### src/design/adc_chain_sequencer_cfg.svh
/*
  Offsets, field positions, reset values and timing counts of the chain sequencer.
  Assumes a 10 MHz system clock and byte addresses on the register port.
*/
`ifndef ADC_CHAIN_SEQUENCER_CFG_SVH
`define ADC_CHAIN_SEQUENCER_CFG_SVH

// Register byte offsets
`define OFS_CTRL 8'h00
`define OFS_NORMAL_MASK 8'h04
`define OFS_INJECT_MASK 8'h08
`define OFS_DONE_FLAGS 8'h0C
`define OFS_IRQ_STATUS 8'h10
`define OFS_IRQ_MASK 8'h14
`define OFS_PRESAMPLE 8'h18
`define OFS_TIMING_SECOND 8'h1C
`define OFS_SELFTEST_TIME 8'h20
`define OFS_STATUS 8'h24

// Control register bits
`define CTRL_NORMAL_START 0
`define CTRL_SCAN_MODE 1
`define CTRL_CHAN_CANCEL 2
`define CTRL_CHAIN_CANCEL 3
`define CTRL_INJECT_START 4
`define CTRL_SELFTEST_EN 5

// Interrupt status bits
`define IRQ_NORMAL_END 0
`define IRQ_INJECT_END 1

// Presample control fields
`define PSC_SEL_LSB 0
`define PSC_BYPASS_BIT 2
`define PSC_ALT_LSB 27
`define PSC_ALT_MSB 28
`define REF_GROUND 2'h1

// Channels that take the alternate presample and timing settings
`define SPECIAL_CH_A 4'h9
`define SPECIAL_CH_B 4'hA
`define SPECIAL_CH_C 4'hF

// Reset values
`define SELFTEST_TIME_RST 8'h80
`define TIMING_SECOND_RST 8'h08

// Timing
`define CLK_PERIOD_NS 100
`define SAMPLE_TIME_NS 600
`define CONV_TIME_NS 1000
`define SAMPLE_CYC ((`SAMPLE_TIME_NS + `CLK_PERIOD_NS - 1) / `CLK_PERIOD_NS)
`define CONV_CYC ((`CONV_TIME_NS + `CLK_PERIOD_NS - 1) / `CLK_PERIOD_NS)

`endif

### src/design/adc_chain_sequencer_pkg.sv
/*
  Types of the chain sequencer: state encoding and the packed state record.
  Assumes the constants header sits beside it.
*/
`default_nettype none
package adc_chain_sequencer_pkg;

  // Gray along idle, sample, convert
  typedef enum logic [1:0] {
    ST_IDLE = 2'h0,
    ST_SAMPLE = 2'h1,
    ST_CONVERT = 2'h3
  } seq_state_t;

  typedef struct packed {
    seq_state_t st;
    logic [15:0] norm_pend;
    logic [15:0] inj_pend;
    logic [3:0] cur_ch;
    logic cur_inj;
    logic [7:0] cnt;
    logic scan;
    logic selftest_en;
    logic chan_cancel;
    logic chain_cancel;
    logic [15:0] norm_mask;
    logic [15:0] inj_mask;
    logic [15:0] done_flags;
    logic [1:0] irq_stat;
    logic [1:0] irq_mask;
    logic [1:0] psc_sel;
    logic psc_bypass;
    logic [1:0] psc_alt;
    logic [7:0] timing_second;
    logic [7:0] selftest_time;
    logic [31:0] rdata;
  } seq_regs_t;

endpackage : adc_chain_sequencer_pkg
`default_nettype wire

### src/design/adc_chain_sequencer.sv
/*
  Conversion chain sequencer: normal and injected chains, cancel requests,
  per-channel completion flags, chain-end interrupt, presample settings.
  Assumes a register master on the same clock that never issues both strobes at once.
*/
`timescale 1ns/1ps
`default_nettype none
`include "adc_chain_sequencer_cfg.svh"

module adc_chain_sequencer (
  input wire logic clk_in,
  input wire logic rst_n_in,
  input wire logic [7:0] reg_addr_in,
  input wire logic [31:0] reg_wdata_in,
  input wire logic reg_wr_in,
  input wire logic reg_rd_in,
  output logic [31:0] reg_rdata_out,
  output logic irq_out,
  output logic [3:0] analog_ch_out,
  output logic analog_sample_out,
  output logic analog_convert_out,
  output logic [1:0] presample_ref_out
);
  import adc_chain_sequencer_pkg::*;

  localparam logic [7:0] SAMPLE_LEN = 8'(`SAMPLE_CYC);
  localparam logic [7:0] CONV_LEN = 8'(`CONV_CYC);

  seq_regs_t r, n;
  logic special;
  logic [7:0] samp_len;
  logic conv_last;
  logic start_conv;

  // Lowest pending channel goes first
  function automatic logic [3:0] lowest_ch(input logic [15:0] m);
    logic [3:0] idx;
    idx = 4'h0;
    for (int i = 15; i >= 0; i--) begin
      if (m[i]) begin
        idx = 4'(i);
      end
    end
    return idx;
  endfunction : lowest_ch

  // Channel class and the sample length it takes
  always_comb begin
    special = (r.cur_ch == `SPECIAL_CH_A) || (r.cur_ch == `SPECIAL_CH_B) || (r.cur_ch == `SPECIAL_CH_C);
    if (r.selftest_en) begin
      samp_len = r.selftest_time;
    end else if (special) begin
      samp_len = r.timing_second;
    end else begin
      samp_len = SAMPLE_LEN;
    end
    conv_last = (r.st == ST_CONVERT) && (r.cnt == CONV_LEN - 8'h01);
    start_conv = (r.st == ST_IDLE) && ((r.inj_pend | r.norm_pend) != 16'h0000);
  end

  // Next state: bus access first, then the sequencer, so hardware sets win
  always_comb begin
    n = r;
    n.rdata = 32'h0000_0000;
    if (reg_rd_in) begin
      case (reg_addr_in)
        `OFS_CTRL: n.rdata = {26'h0, r.selftest_en, 1'b0, r.chain_cancel, r.chan_cancel, r.scan, 1'b0};
        `OFS_NORMAL_MASK: n.rdata = {16'h0, r.norm_mask};
        `OFS_INJECT_MASK: n.rdata = {16'h0, r.inj_mask};
        `OFS_DONE_FLAGS: n.rdata = {16'h0, r.done_flags};
        `OFS_IRQ_STATUS: begin
          n.rdata = {30'h0, r.irq_stat};
          n.irq_stat = 2'h0; // Read clears
        end
        `OFS_IRQ_MASK: n.rdata = {30'h0, r.irq_mask};
        `OFS_PRESAMPLE: n.rdata = {3'h0, r.psc_alt, 24'h0, r.psc_bypass, r.psc_sel};
        `OFS_TIMING_SECOND: n.rdata = {24'h0, r.timing_second};
        `OFS_SELFTEST_TIME: n.rdata = {24'h0, r.selftest_time};
        `OFS_STATUS: n.rdata = {25'h0, r.cur_inj, r.cur_ch, r.st};
        default: n.rdata = 32'h0000_0000;
      endcase
    end
    if (reg_wr_in) begin
      case (reg_addr_in)
        `OFS_CTRL: begin
          n.scan = reg_wdata_in[`CTRL_SCAN_MODE];
          n.selftest_en = reg_wdata_in[`CTRL_SELFTEST_EN];
          // Cancels only count once a chain is running
          if (reg_wdata_in[`CTRL_CHAN_CANCEL] && r.st != ST_IDLE) begin
            n.chan_cancel = 1'b1;
          end
          if (reg_wdata_in[`CTRL_CHAIN_CANCEL] && r.st != ST_IDLE) begin
            n.chain_cancel = 1'b1;
          end
          // Starts while the same chain still runs are dropped
          if (reg_wdata_in[`CTRL_NORMAL_START] && r.norm_pend == 16'h0000) begin
            n.norm_pend = r.norm_mask;
          end
          if (reg_wdata_in[`CTRL_INJECT_START] && r.inj_pend == 16'h0000) begin
            n.inj_pend = r.inj_mask;
          end
        end
        `OFS_NORMAL_MASK: n.norm_mask = reg_wdata_in[15:0];
        `OFS_INJECT_MASK: n.inj_mask = reg_wdata_in[15:0];
        `OFS_DONE_FLAGS: n.done_flags = r.done_flags & ~reg_wdata_in[15:0];
        `OFS_IRQ_MASK: n.irq_mask = reg_wdata_in[1:0];
        `OFS_PRESAMPLE: begin
          n.psc_sel = reg_wdata_in[`PSC_SEL_LSB +: 2];
          n.psc_bypass = reg_wdata_in[`PSC_BYPASS_BIT];
          n.psc_alt = reg_wdata_in[`PSC_ALT_MSB:`PSC_ALT_LSB];
        end
        `OFS_TIMING_SECOND: n.timing_second = reg_wdata_in[7:0];
        `OFS_SELFTEST_TIME: n.selftest_time = reg_wdata_in[7:0];
        default: n.scan = n.scan;
      endcase
    end
    case (r.st)
      ST_IDLE: begin
        if (start_conv) begin
          // Injected work is always picked before normal work
          n.cur_inj = (r.inj_pend != 16'h0000);
          n.cur_ch = (r.inj_pend != 16'h0000) ? lowest_ch(r.inj_pend) : lowest_ch(r.norm_pend);
          n.cnt = 8'h00;
          n.st = r.psc_bypass ? ST_CONVERT : ST_SAMPLE;
        end else begin
          // No work left: a stale cancel must not hit the next chain
          n.chan_cancel = 1'b0;
          n.chain_cancel = 1'b0;
        end
      end
      ST_SAMPLE, ST_CONVERT: begin
        if (r.chain_cancel) begin
          // Whole chain dropped; its end is still reported
          n.chain_cancel = 1'b0;
          n.chan_cancel = 1'b0;
          n.st = ST_IDLE;
          if (r.cur_inj) begin
            n.inj_pend = 16'h0000;
            n.irq_stat[`IRQ_INJECT_END] = 1'b1;
          end else begin
            n.norm_pend = 16'h0000;
            n.irq_stat[`IRQ_NORMAL_END] = 1'b1;
          end
        end else if (r.chan_cancel) begin
          // Dropped channel gets no flag and loses its pending bit; other pending bits stay
          n.chan_cancel = 1'b0;
          n.st = ST_IDLE;
          if (r.cur_inj) begin
            n.inj_pend[r.cur_ch] = 1'b0;
            if ((r.inj_pend & ~(16'h0001 << r.cur_ch)) == 16'h0000) begin
              n.irq_stat[`IRQ_INJECT_END] = 1'b1;
            end
          end else begin
            n.norm_pend[r.cur_ch] = 1'b0;
            if ((r.norm_pend & ~(16'h0001 << r.cur_ch)) == 16'h0000) begin
              n.irq_stat[`IRQ_NORMAL_END] = 1'b1;
            end
          end
        end else if (!r.cur_inj && r.inj_pend != 16'h0000) begin
          // Abort the normal channel; its pending bit stays set so it is redone
          n.st = ST_IDLE;
        end else if (r.st == ST_SAMPLE) begin
          if (({1'b0, r.cnt} + 9'h001) >= {1'b0, samp_len}) begin
            n.st = ST_CONVERT;
            n.cnt = 8'h00;
          end else begin
            n.cnt = r.cnt + 8'h01;
          end
        end else if (conv_last) begin
          n.st = ST_IDLE;
          n.chan_cancel = 1'b0; // Channel ended anyway, so its cancel is spent
          n.done_flags[r.cur_ch] = 1'b1;
          if (r.cur_inj) begin
            n.inj_pend[r.cur_ch] = 1'b0;
            if ((r.inj_pend & ~(16'h0001 << r.cur_ch)) == 16'h0000) begin
              n.irq_stat[`IRQ_INJECT_END] = 1'b1;
            end
          end else begin
            n.norm_pend[r.cur_ch] = 1'b0;
            if ((r.norm_pend & ~(16'h0001 << r.cur_ch)) == 16'h0000) begin
              n.irq_stat[`IRQ_NORMAL_END] = 1'b1;
              if (r.scan) begin
                n.norm_pend = r.norm_mask; // Scan restarts the chain
              end
            end
          end
        end else begin
          n.cnt = r.cnt + 8'h01;
        end
      end
      default: n.st = ST_IDLE;
    endcase
  end

  // The only state register
  always_ff @(posedge clk_in or negedge rst_n_in) begin
    if (!rst_n_in) begin
      r <= '0;
      r.st <= ST_IDLE;
      r.selftest_time <= `SELFTEST_TIME_RST;
      r.timing_second <= `TIMING_SECOND_RST;
    end else begin
      r <= n;
    end
  end

  // Outputs straight from the state register
  assign reg_rdata_out = r.rdata;
  assign irq_out = |(r.irq_stat & r.irq_mask);
  assign analog_ch_out = r.cur_ch;
  assign analog_sample_out = (r.st == ST_SAMPLE);
  assign analog_convert_out = (r.st == ST_CONVERT);
  // Channels 9, 10 and 15 take the alternate reference source
  assign presample_ref_out = special ? r.psc_alt : r.psc_sel;

  a_preempt_abort: assert property (@(posedge clk_in) disable iff (!rst_n_in)
    (r.st != ST_IDLE && !r.cur_inj && r.inj_pend != 16'h0000 && !r.chan_cancel && !r.chain_cancel)
    |=> (r.st == ST_IDLE) ##1 r.cur_inj)
    else $error("normal channel not pre-empted by injected chain");

  a_restore_kept: assert property (@(posedge clk_in) disable iff (!rst_n_in)
    (r.st != ST_IDLE && !r.cur_inj && r.inj_pend != 16'h0000 && !r.chan_cancel && !r.chain_cancel)
    |=> r.norm_pend[$past(r.cur_ch)])
    else $error("aborted normal channel lost its pending bit");

  a_inject_first: assert property (@(posedge clk_in) disable iff (!rst_n_in)
    (start_conv && r.inj_pend != 16'h0000) |=> r.cur_inj && r.inj_pend[r.cur_ch])
    else $error("injected work not picked first");

  a_flag_on_done: assert property (@(posedge clk_in) disable iff (!rst_n_in)
    (conv_last && !r.chan_cancel && !r.chain_cancel && !(!r.cur_inj && r.inj_pend != 16'h0000))
    |=> r.done_flags[$past(r.cur_ch)])
    else $error("completion flag missing after conversion");

  a_chan_cancel_clr: assert property (@(posedge clk_in) disable iff (!rst_n_in)
    (r.chan_cancel && !r.chain_cancel && r.st != ST_IDLE && !r.done_flags[r.cur_ch])
    |=> !r.chan_cancel && r.st == ST_IDLE && !r.done_flags[$past(r.cur_ch)])
    else $error("channel cancel not honoured");

  a_chain_cancel_inj: assert property (@(posedge clk_in) disable iff (!rst_n_in)
    (r.chain_cancel && r.cur_inj && r.st != ST_IDLE)
    |=> r.inj_pend == 16'h0000 && r.irq_stat[`IRQ_INJECT_END] && !r.chain_cancel)
    else $error("chain cancel left injected chain running");

  a_chain_end_irq: assert property (@(posedge clk_in) disable iff (!rst_n_in)
    (conv_last && r.cur_inj && $onehot(r.inj_pend) && !r.chan_cancel && !r.chain_cancel)
    |=> r.irq_stat[`IRQ_INJECT_END])
    else $error("no chain-end flag at end of injected chain");

  a_bypass_skip: assert property (@(posedge clk_in) disable iff (!rst_n_in)
    (start_conv && r.psc_bypass) |=> analog_convert_out ##1 (analog_convert_out || r.st == ST_IDLE))
    else $error("sampling not bypassed");

  a_sample_len: assert property (@(posedge clk_in) disable iff (!rst_n_in)
    (start_conv && !r.psc_bypass && !r.selftest_en && r.inj_pend == 16'h0000 && r.norm_pend == 16'h0001)
    |=> analog_sample_out [*6] ##1 (analog_convert_out || r.st == ST_IDLE))
    else $error("wrong sample length on ordinary channel");

  a_inj_cancel_keep: assert property (@(posedge clk_in) disable iff (!rst_n_in)
    (r.chan_cancel && !r.chain_cancel && r.cur_inj && r.st != ST_IDLE && $onehot(r.inj_pend) && !reg_wr_in)
    |=> r.inj_pend == 16'h0000 && r.irq_stat[`IRQ_INJECT_END] && r.norm_pend == $past(r.norm_pend))
    else $error("cancel of last injected channel disturbed the normal chain");

  a_flag_only_real: assert property (@(posedge clk_in) disable iff (!rst_n_in)
    !conv_last |=> ((r.done_flags & ~$past(r.done_flags)) == 16'h0000))
    else $error("completion flag set without a finished conversion");

  a_rdata_slot: assert property (@(posedge clk_in) disable iff (!rst_n_in)
    (reg_rd_in && reg_addr_in == `OFS_DONE_FLAGS) |=> reg_rdata_out == {16'h0000, $past(r.done_flags)})
    else $error("completion flags not shown in the read slot");

  a_cancel_idle_clr: assert property (@(posedge clk_in) disable iff (!rst_n_in)
    (r.st == ST_IDLE && !start_conv) |=> !r.chan_cancel && !r.chain_cancel)
    else $error("cancel request left over after the chains ended");

  // Main scenarios that the bench should reach
  c_scan_reload: cover property (@(posedge clk_in) disable iff (!rst_n_in)
    r.scan && conv_last && !r.cur_inj && $onehot(r.norm_pend));
  c_preempt: cover property (@(posedge clk_in) disable iff (!rst_n_in)
    r.st != ST_IDLE && !r.cur_inj && r.inj_pend != 16'h0000);
  c_inj_cancel: cover property (@(posedge clk_in) disable iff (!rst_n_in)
    r.chan_cancel && r.cur_inj && $onehot(r.inj_pend));
  c_chain_cancel: cover property (@(posedge clk_in) disable iff (!rst_n_in)
    r.chain_cancel && r.cur_inj);
  c_irq: cover property (@(posedge clk_in) disable iff (!rst_n_in) $rose(irq_out));

endmodule : adc_chain_sequencer
`default_nettype wire

### config.mk
export PLATFORM = sky130hd
export DESIGN_NAME = adc_chain_sequencer
export DESIGN_NICKNAME = d
export VERILOG_FILES = /design/src/design/adc_chain_sequencer_pkg.sv /design/src/design/adc_chain_sequencer.sv
export VERILOG_INCLUDE_DIRS = /design/src /design/src/design
export SDC_FILE = /design/constraint.sdc
export NUM_CORES = 1
export LEC_CHECK = 0
export BUFFER_PORTS_ARGS = -buffer_cell sky130_fd_sc_hd__buf_2
export CORE_ASPECT_RATIO = 0.7
export CORE_UTILIZATION = 25
export CTS_CLUSTER_SIZE = 16
export DETAILED_ROUTE_END_ITERATION = 8
export PLACE_DENSITY_LB_ADDON = 0.2
export SLEW_MARGIN = 30
export SYNTH_ARGS = -nofsm -noshare
export SYNTH_HDL_FRONTEND = slang
export SYNTH_SLANG_ARGS = --single-unit
### constraint.sdc
create_clock -name clk_in -period 3.71 [get_ports clk_in]
set_clock_uncertainty 0.15 [all_clocks]
set_input_delay 0.371 -clock clk_in [delete_from_list [all_inputs] [get_ports clk_in]]
set_output_delay 0.371 -clock clk_in [all_outputs]
set_load 0.01 [all_outputs]
**After elaboration in Yosys (flattened, before gate mapping)**

Cells that the tools add are included.

- $add $sub $neg: 2
- $lt $le $gt $ge: 3
- Equality and inequality tests: 22
- Shift operators: 1
- Multiplexer cells: 102
- Bitwise operators: 11
- Reductions and logical operators: 33

Operators by type and width:

| kind | count |
|---|---|
| $pmux W29 S10 | 1 |
| $mux W16 | 14 |
| $mux W32 | 5 |
| $mux W4 | 33 |
| $mux W34 | 3 |
| $and A16 B16 Y16 | 5 |
| $mux W18 | 4 |
| $mux W8 | 9 |
| $logic_not A16 Y1 | 4 |
| $mux W50 | 1 |
| $not A16 Y16 | 3 |
| $eq A8 B5 Y1 const B | 4 |
| $or A16 B16 Y16 | 2 |
| $reduce_bool A16 Y1 | 2 |
| $mux W29 | 1 |
| $eq A8 B4 Y1 const B | 3 |
| $mux W2 | 12 |
| $eq A8 B6 Y1 const B | 2 |
| $pmux W8 S2 | 1 |
| $reduce_and A2 Y1 | 8 |
| $shl A1 B4 Y16 const A | 1 |
| $mux W1 | 15 |
| $eq A4 B4 Y1 const B | 3 |
| $ne A6 B6 Y1 const B | 2 |
| 22 further kinds | 36 |

- Flip-flop bits (word level): 156
- Bits of input ports: 44
- Output and inout port bits: 41
- Word-level logic and storage cells: 195

**Depth between registers and ports, before layout**

Gate-level depths: netlist (run 1).

- Depth in word-level cells: 17
- Depth in mapped cells: 18

**Least setup slack after synthesis (run 1)**

No wires, ideal clock.

- Path kind: register to register
- Start point: register r (netlist bit analog_ch_out[0])
- End point: register r[109] (netlist bit)
- Data arrival time: 2.846 ns
- Path slack: 0.637 ns
- Stages on the path, launching flop included: 19
- Buffers on the path: 4
- Period minus slack after synthesis: 3.073 ns
- Path through: dfrtp_1 buf_6 buf_2 nand2b_1 a21o_1 nand2_1 and3_1 clkbuf_1 inv_1 o22ai_1 ha_1 o21ai_0 a21oi_1 o31ai_1 a21oi_1 o21ai_2 buf_2 nor2_1 a21oi_1

- Longest elaborated chain between the ends: 12

RTL lines:

| what | line | source |
|---|---|---|
| start: declaration | adc_chain_sequencer.sv:29 | `seq_regs_t r, n;` |
| start signal: assignment | adc_chain_sequencer.sv:203 | `r <= n;` |
| $eq A4 B4 Y1 (no source line) | - |  |
| $logic_or A1 B1 Y1 | adc_chain_sequencer.sv:49 | `` special = (r.cur_ch == `SPECIAL_CH_A) \|\| (r.cur_ch == `SPECIAL_CH_B) \|\| (r.cur_ch == `SPECIAL_CH_C); `` |
| $logic_or A1 B1 Y1 (*) | adc_chain_sequencer.sv:49 |  |
| $mux W8 (*) | adc_chain_sequencer.sv:52 | `end else if (special) begin` |
| $mux W8 (*) | adc_chain_sequencer.sv:50 | `if (r.selftest_en) begin` |
| $ge A9 B8 Y1 (*) | adc_chain_sequencer.sv:163 | `if (({1'b0, r.cnt} + 9'h001) >= {1'b0, samp_len}) begin` |
| $mux W8 (*) | adc_chain_sequencer.sv:163 |  |
| $mux W8 (*) | adc_chain_sequencer.sv:162 | `end else if (r.st == ST_SAMPLE) begin` |
| $mux W8 (*) | adc_chain_sequencer.sv:159 | `end else if (!r.cur_inj && r.inj_pend != 16'h0000) begin` |
| $mux W8 (*) | adc_chain_sequencer.sv:144 | `end else if (r.chan_cancel) begin` |
| $mux W8 (*) | adc_chain_sequencer.sv:132 | `if (r.chain_cancel) begin` |
| $pmux W8 S2 (*) | adc_chain_sequencer.sv:117 | `case (r.st)` |

Every way passes the cells marked *; elsewhere a longest branch is shown, timed or not. The select of a mux whose other input is x is not followed.
A chain may end at the register's enable or synchronous reset.

**Worst setup path in the final report (run 1)**

- Start point: register r (netlist bit analog_ch_out[0])
- End point: register r[115] (netlist bit)

Same word-level chain as after synthesis.

==> results.cfg, run 1 <==
[timing]
setup_viol = 0
finalMaxSlewViolations = 0
fin_ws_ns = 0.418
finalHoldViolations = 0
setup_tns_ns = 0
finalCritPeriodShare = 0.887
tightest_slew_ns = 0.808
fmax_ghz = 0.304
relSlewSlack = 0.459
min_period_ns = 3.29
rsz0062_at_grt = false

[status]
outcome = finished clean

[global_routing]
antenna_found_initial = 0
track_usage = 0.184
grt_pass1_wl_um = 43600
grt_pass1_vias = 6445
grt_max_degree = 52
overflow = 0

[layout]
fin_util = 0.299
drive_gt1_frac = 0.251
final_cell_mix = 140 x dfrtp_1, 80 x nand2_1, 68 x a21oi_1
insertedDiodeCount = 0
nFillCells = 3297
synthToLayoutAreaGrowth_pct = 16.9
fin_nets = 924
final_common_cell = dfrtp_1
finalNonFillerCells = 1303

[placement]
dp_hpwl_um = 21700
place_congestion = 0.865
preCtsSetupSlack_ns = 0.441
place_inst = 1270
place.port_buffers = 56

[cts]
cts.repair.resized = 0
clk_latency_ns = 0.44
clockRootBuffer = clkbuf_16
cts_made_buffers = 17
cts_max_level = 4
cts_tree = yes
clock_sinks = 142
cts_buffer_depth = 2
clk_pin_slew_ns = 0.06

[synth]
yosysSeqAreaShare = 0.445
yosys_register_bits = 142
syn-cell-area_um2 = 7990
synth_top_cell_area_share = 0.439
synth-main-ff-cell = dfrtp_1
postSynthCellCount = 811
synthArstFlopShare = 1.00
yosys_warnings = 0
ys_top_cells_by_area = dfrtp_1 44%, mux2_2 8.7%, a21oi_1 4.3%
yosys.area.top_type = dfrtp_1
synth-edff-count = 0
ys_types = 77
synth.avg_cell_area_um2 = 9.85

[hold_path]
holdCritStartpoint = reg_wdata_in[27]
hp-class = primary input to flop

[worst_setup_path]
crit_path_start_kind = flop
cp_data_required_time_ns = 3.89
worstReg2RegEnd = r[115]$_DFFE_PN0P_
cp.arrival_ns = 3.48
critPathMaxFanout = 7
critPathKind = flop to flop
r2r_cells = 14
rr_startpoint = analog_ch_out[0]$_DFFE_PN0P_
critPathCaptureType = flop
regToRegSetupSlack_ns = 0.42
cp-endpoint = r[115]$_DFFE_PN0P_
crit_start = analog_ch_out[0]$_DFFE_PN0P_

[floorplan]
rows = 54
start_util = 0.255
num_io_pins = 85
die_w_um = 216
die-area_um2 = 32700
dieHeight_um = 152
core_um2 = 31300

[detailed_routing]
drcViolationCount = 0
ant_nets = 0
vias = 6783
drt_pass1_iterations = 6
drt_iter0_markers = 654
detail_route.wl_per_cell_um = 22.6
viasPerCell = 5.21
drt_wl_total_um = 29400

[power_and_ir_drop]
seq_power_share = 0.393
total_power_mw = 4.37
clkPwrFrac = 0.417
combPwrFrac = 0.190
power.leakage_nw = 4.21
p_sw_frac = 0.311
ir_drop_mv = 0.244
internal_power_mw = 3.02
p_sw_mw = 1.36
p_per_area_nw_per_um2 = 468

[run]
drv_cap = 0
-- registers in the layout, indices dropped and copies added (netlist names) --
name           count
reg_rdata_out     18
r                120
analog_ch_out      4
-- worst min-delay path by stage --
stage	cells past startpoint	to
4_1_cts	2	r[48]$_DFFE_PN0P_
2_1_floorplan	0	analog_ch_out[0]$_DFFE_PN0P_
6_report	2	r[48]$_DFFE_PN0P_
3_3_place_gp	1	r[36]$_DFFE_PN0P_
3_5_place_dp	1	r[61]$_DFF_PN0_
5_1_grt	2	r[48]$_DFFE_PN0P_
-- critical path, stage by stage, from the launching register on --
cell,delay [ns]
dfrtp_1,0.43
nand2b_1,0.18
a21o_1,0.15
nand2_1,0.11
and3_1,0.38
inv_1,0.10
o22ai_1,0.16
ha_1,0.28
o21ai_0,0.15
a21oi_1,0.07
o31ai_1,0.21
a21oi_1,0.14
o21ai_2,0.29
nor2_1,0.10
a311oi_1,0.26
-- stage by stage --
step	hold slack [ns]	cell area, um2
after detailed placement	0.225	8720
final	0.0217	9340
after floorplan	-0.0746	8040
after global placement	0.226	8720
after CTS	0.0120	9340
after global routing	0.00775	9340
-- power groups by stage --
stage	sequential, mW	clock, mW	combinational, mW
after floorplan	1.71	0	0.533
after global placement	1.74	0	0.822
after detailed placement	1.74	0	0.822
after CTS	1.71	1.85	0.826
after global routing	1.73	1.93	0.917
final	1.72	1.82	0.833
-- cells by family after synthesis --
family | Yosys count | synth area share
xor gates and xnor gates | 6 | 0.00658
adders and majority gates | 10 | 0.0157
DFF | 142 | 0.445
muxes | 69 | 0.0962
and+or+nand+nor | 244 | 0.160
AOI/OAI and AO/OA | 251 | 0.212
buffers and inverters | 88 | 0.0642
other | 1 | 0.000469
-- metal layers --
layer  GRT usage  share of wire  up-vias
met2       0.236           0.39      248
li1            -              -     3085
met4      0.0557          0.015        0
met5           0              0        -
met3      0.0521          0.085       29
met1       0.286           0.51     3421
-- synth_stat cells (5+ instances only) --
master,n
mux2_2,62
nor3_1,11
o31ai_1,9
mux2i_1,7
or2_2,6
nand2_1,80
a21o_1,11
clkbuf_1,19
a222oi_1,7
nor4_1,6
inv_1,17
buf_4,38
a31oi_1,15
nand2b_1,14
nand3_1,17
and3_1,5
nand4_1,5
a221oi_1,5
o22ai_1,11
ha_1,10
dfrtp_1,140
nor2_1,51
a21oi_1,68
o21ai_0,45
nor2b_1,6
a22oi_1,20
and2_1,5
a22o_1,20
buf_2,8
-- what timing repair did --
action	CTS	global route
hold buffers	1	0
buffers inserted	0	0
endpoints found under the hold margin	47	0
-- layout make-up --
type	count	area [um2]	area share
clock inverter	9	131	0.0141
inverter	17	63.8	0.00683
tap	420	526	0.0563
sequential	142	3560	0.381
clock buffer	23	478	0.0512
timing repair buffer	98	617	0.0661
multi-input combinational	594	3970	0.425
Power figures use the tool's default switching activity.
==> run 2: changes to the inputs <==
ABC_AREA = 1   (was default)
==> results.cfg, run 2 <==
[layout]
final_common_cell = nand2_1
largest_reg_flops = 120
finalNonFillerCells = 1542
multi_input_area_um2 = 3490
regMostFlops = r
final_cell_mix = 253 x nand2_1, 164 x inv_1, 156 x o21ai_0
insertedDiodeCount = 0
final_cell_area_um2 = 9300
nFillCells = 3506
fin_util = 0.297
final-seq-area_um2 = 3560
drive_gt1_frac = 0.119
fin_nets = 1163
synthToLayoutAreaGrowth_pct = 15.9

[cts]
clockRootBuffer = clkbuf_16
cts_setup_buffers = 0
cts_buffer_depth = 2
clock_sinks = 142
cts.repair.resized = 0
clk_latency_ns = 0.44
cts_made_buffers = 17
cts_max_level = 4
ctsHoldBuffers = 1
cts_tree = yes
clk_pin_slew_ns = 0.07

[global_routing]
track_usage = 0.183
gr-usage-met2 = 0.232
use_met3 = 0.0599
overflow = 0
grt_pass1_wl_um = 44700
grt_max_degree = 100
met1_usage = 0.289
grt_pass1_vias = 7039
busiest_layer = met1
antenna_found_initial = 0

[timing]
setup_viol = 0
setup_tns_ns = 0
finalHoldViolations = 0
fmax_ghz = 0.295
rsz0062_at_grt = false
finalCritPeriodShare = 0.914
tightest_slew_ns = 0.924
relSlewSlack = 0.381
min_period_ns = 3.39
finalMaxSlewViolations = 0

[power_and_ir_drop]
ir_drop_mv = 0.334
p_per_area_nw_per_um2 = 530
power.leakage_nw = 4.50

[detailed_routing]
drcViolationCount = 0
vias = 7402
ant_nets = 0
detail_route.wl_per_cell_um = 19.2
drt_wl_total_um = 29600
drt_pass1_iterations = 5
viasPerCell = 4.80
drt_iter0_markers = 815

[worst_setup_path]
rr_startpoint = analog_ch_out[0]$_DFFE_PN0P_
cp_slowest_stage_delay_ns = 0.44
critPathKind = flop to flop
critPathCaptureType = flop
crit_path_start_kind = flop
critPathMaxFanout = 10
cp.arrival_ns = 3.60
regToRegSetupSlack_ns = 0.32
r2r_cells = 18
crit_top_cell = nand2_1
worstReg2RegEnd = r[116]$_DFFE_PN0P_
crit_chain = inv_2 -> nand2_1 -> inv_1 -> nand2_1 -> nand3_1 -> buf_4 -> nand3_1 -> a21boi_0 -> ha_1 -> nand2_1 -> inv_1 -> nand3_1 -> o311ai_0 -> nand2_1 -> nand4_1 -> o21ai_2 -> nand2_1 -> o21ai_1
cp_data_required_time_ns = 3.92
critical-path-slowest-cell = dfrtp_1

[synth]
ys_types = 50
synthTopCellsByCount = 253 x nand2_1, 164 x inv_1, 156 x o21ai_0
yosys.area.top_type = dfrtp_1
synth-edff-count = 0
syn-cell-area_um2 = 8020
yosys_register_bits = 142
synth.avg_cell_area_um2 = 7.55
yosys_warnings = 0
synthArstFlopShare = 1.00
yosysSeqAreaShare = 0.443
synth_top_cell_area_share = 0.437
ys_top_cells_by_area = dfrtp_1 44%, nand2_1 12%, o21ai_0 9.7%
yosysMostFrequentCell = nand2_1
synth-main-ff-cell = dfrtp_1
postSynthCellCount = 1062

[placement]
dpl_cell_area_um2 = 8670
dp_hpwl_um = 22400
place_inst = 1509
place.port_buffers = 56
place_congestion = 0.919

[floorplan]
core_um2 = 31400
num_io_pins = 85
dieHeight_um = 152
die-area_um2 = 32800
die_w_um = 216
rows = 54
start_util = 0.256

[hold_path]
hp-class = primary input to flop
hold_depth = 2
hold_end = r[49]$_DFFE_PN0P_
holdCritStartpoint = reg_wdata_in[28]

[status]
outcome = finished clean

[run]
drv_cap = 0
[run 2: worst max path at each step]
stage                                       startpoint                 end  slack, ns  cells past startpoint
final                     analog_ch_out[0]$_DFFE_PN0P_  r[116]$_DFFE_PN0P_       0.32                     18
after global routing      analog_ch_out[3]$_DFFE_PN0P_  r[111]$_DFFE_PN0P_      0.002                     17
after CTS                 analog_ch_out[0]$_DFFE_PN0P_  r[116]$_DFFE_PN0P_       0.34                     18
after detailed placement  analog_ch_out[0]$_DFFE_PN0P_  r[114]$_DFFE_PN0P_       0.35                     18
after global placement    analog_ch_out[0]$_DFFE_PN0P_  r[109]$_DFFE_PN0P_       0.38                     18
after floorplan           analog_ch_out[3]$_DFFE_PN0P_  r[111]$_DFFE_PN0P_       0.98                     17
[run 2: cell type report]
type	instances	area share
Timing Repair Buffer	77	0.0498
Tap cell	420	0.0565
Inverter	172	0.0694
Clock inverter	12	0.0170
Clock buffer	20	0.0491
Sequential cell	142	0.383
Multi-Input combinational cell	699	0.376
[run 2: where the power goes]
group | internal (mW) | leakage (nW) | switching [mW]
registers | 1.69 | 1.82 | 0.155
clock network | 1.10 | 0.305 | 0.733
logic | 0.378 | 2.37 | 0.870
[run 2: critical path, delay by kind of cell (launching register included)]
family          cells  cell delay (ns)
simple gates        9             1.05
compound gates      4             0.89
flops               1             0.44
buf+inv             4             0.45
fa+ha+maj           1             0.32
[run 2: kinds of logic after synthesis]
group / share of synthesized area
adders and majority gates: 0.0156
other: 0.000468
xor gates and xnor gates: 0.00655
DFF: 0.443
and+or+nand+nor: 0.209
muxes: 0.00281
AOI/OAI and AO/OA: 0.194
buffers and inverters: 0.128
[run 2: metrics by stage]
stage	hold slack [ns]	worst slack, ns	power (mW)
after floorplan	-0.0746	0.983	2.65
after global placement	0.318	0.379	3.09
after detailed placement	0.323	0.350	3.10
after CTS	0.00134	0.336	4.95
after global routing	0.0207	0.00223	5.20
final	0.0129	0.318	4.93
[run 2: per-layer routing]
| metal | routed length [um] | vias to the layer above |
|---|---|---|
| li1 | - | 3531 |
| met1 | 15500 | 3567 |
| met2 | 11100 | 282 |
| met3 | 2780 | 22 |
| met4 | 214 | 0 |
| met5 | 0 | - |
==> run 3: changes to the inputs <==
CORE_UTILIZATION = 60   (was 25)
==> results.cfg, run 3 (synthesized netlist as in run 2, its figures left out) <==
[power_and_ir_drop]
ir_drop_mv = 0.326
power.leakage_nw = 4.47
total_power_mw = 4.77
p_per_area_nw_per_um2 = 536

[worst_setup_path]
critPathMaxFanout = 11
cp.arrival_ns = 3.33
crit_path_start_kind = flop
cp_data_required_time_ns = 3.85
critPathCaptureType = flop
critPathKind = flop to flop

[timing]
setup_viol = 0
whs_ns = 0.0200
fmax_ghz = 0.313
finalCritPeriodShare = 0.861
rsz0062_at_grt = false
tightest_slew_ns = 0.865
relSlewSlack = 0.421
min_period_ns = 3.19
finalHoldViolations = 0
finalMaxSlewViolations = 0
setup_tns_ns = 0

[cts]
clk_pin_slew_ns = 0.07
clockRootBuffer = clkbuf_16
clk_latency_ns = 0.43
cts_setup_buffers = 0
cts_tree = yes
clock_sinks = 142
cts_made_buffers = 17
cts_buffer_depth = 2
cts_max_level = 4

[layout]
final_common_cell = nand2_1
final_cell_mix = 252 x nand2_1, 164 x inv_1, 156 x o21ai_0
synthToLayoutAreaGrowth_pct = 11.1
regMostFlops = r
insertedDiodeCount = 0
finalNonFillerCells = 1284
largest_reg_flops = 120
fin_nets = 1163
drive_gt1_frac = 0.119
fin_util = 0.701

[floorplan]
num_io_pins = 85
start_util = 0.631
die-area_um2 = 13800
core_um2 = 12700
rows = 34
dieHeight_um = 98.7
die_w_um = 140

[detailed_routing]
detail_route.wl_per_cell_um = 20.3
viasPerCell = 6.06
drcViolationCount = 0
ant_nets = 0
drt_iter0_markers = 1020
vias = 7783
drt_wl_total_um = 26000
drt_pass1_iterations = 8

[global_routing]
grt_pass1_wl_um = 40100
overflow = 0
track_usage = 0.392
grt_max_degree = 82
grt_pass1_vias = 7021
antenna_found_initial = 1

[hold_path]
hp-class = primary input to flop

[status]
outcome = finished clean

[placement]
place_inst = 1251
place.port_buffers = 56
place_congestion = 1.06
dp_hpwl_um = 19100

[run]
drv_cap = 0
==> run 3: cell type report <==
type | count | area, um2
well taps | 162 | 203
repair buffers | 77 | 447
clock inverters | 14 | 141
inverters | 172 | 646
flip-flops and latches | 142 | 3560
fillers | 1097 | 3810
multi-input cells | 699 | 3490
clock buffers | 18 | 429
==> run 3: what timing repair did <==
| action | in CTS | in global routing |
|---|---|---|
| endpoints found under the hold margin | 76 | 0 |
| setup endpoints to repair | 0 | 0 |
| gates resized for setup | 0 | 0 |
| hold buffers | 1 | 0 |
==> run 3: path summary, 6_finish.rpt <==
check | start | end | slack (ns) | cells after the start
max in group asynchronous | rst_n_in | reg_rdata_out[4]$_DFF_PN0_ | 2.17 | 3
setup reg to reg | analog_ch_out[1]$_DFFE_PN0P_ | r[114]$_DFFE_PN0P_ | 0.52 | 17
hold / removal | reg_wdata_in[1] | r[108]$_DFFE_PN0P_ | 0.02 | 3
min in group asynchronous | rst_n_in | r[51]$_DFFE_PN0P_ | 0.39 | 2
setup / recovery | analog_ch_out[1]$_DFFE_PN0P_ | r[114]$_DFFE_PN0P_ | 0.52 | 17
hold reg to reg | r[51]$_DFFE_PN0P_ | r[51]$_DFFE_PN0P_ | 0.34 | 2
==> run 3: worst max-delay path, cell delays in order, from the launching register on <==
cell and delay, ns:
dfrtp_1 0.45, nand2_1 0.14, nor2_1 0.18, inv_1 0.08, nand3_1 0.22, buf_4 0.23
nand3_1 0.07, a21boi_0 0.16, ha_1 0.32, nand2_1 0.05, inv_1 0.07, nand3_1 0.10
o311ai_0 0.32, nand2_1 0.09, nand4_1 0.11, o21ai_2 0.14, nand2_1 0.08, o21ai_0 0.08
==> run 3: through the flow <==
stage               instance area, um2  setup slack [ns]
finish                            8910             0.517
global route                      8910             0.219
CTS                               8910             0.622
detailed placement                8330             0.629
global placement                  8330             0.719
floorplan                         8070             0.983
==> run 3: where the power goes <==
| group | total, mW | internal, mW | switching (mW) |
|---|---|---|---|
| combinational | 1.25 | 0.374 | 0.875 |
| clock | 1.68 | 0.897 | 0.778 |
| sequential | 1.85 | 1.69 | 0.156 |
| total | 4.77 | 2.96 | 1.81 |
==> run 3: layer usage <==
layer | GRT usage | vias up | wire length [um]
li1 | - | 3532 | -
met1 | 0.590 | 3623 | 11300
met2 | 0.490 | 577 | 9670
met3 | 0.182 | 49 | 4520
met4 | 0.106 | 2 | 464
met5 | 0.0491 | - | 92
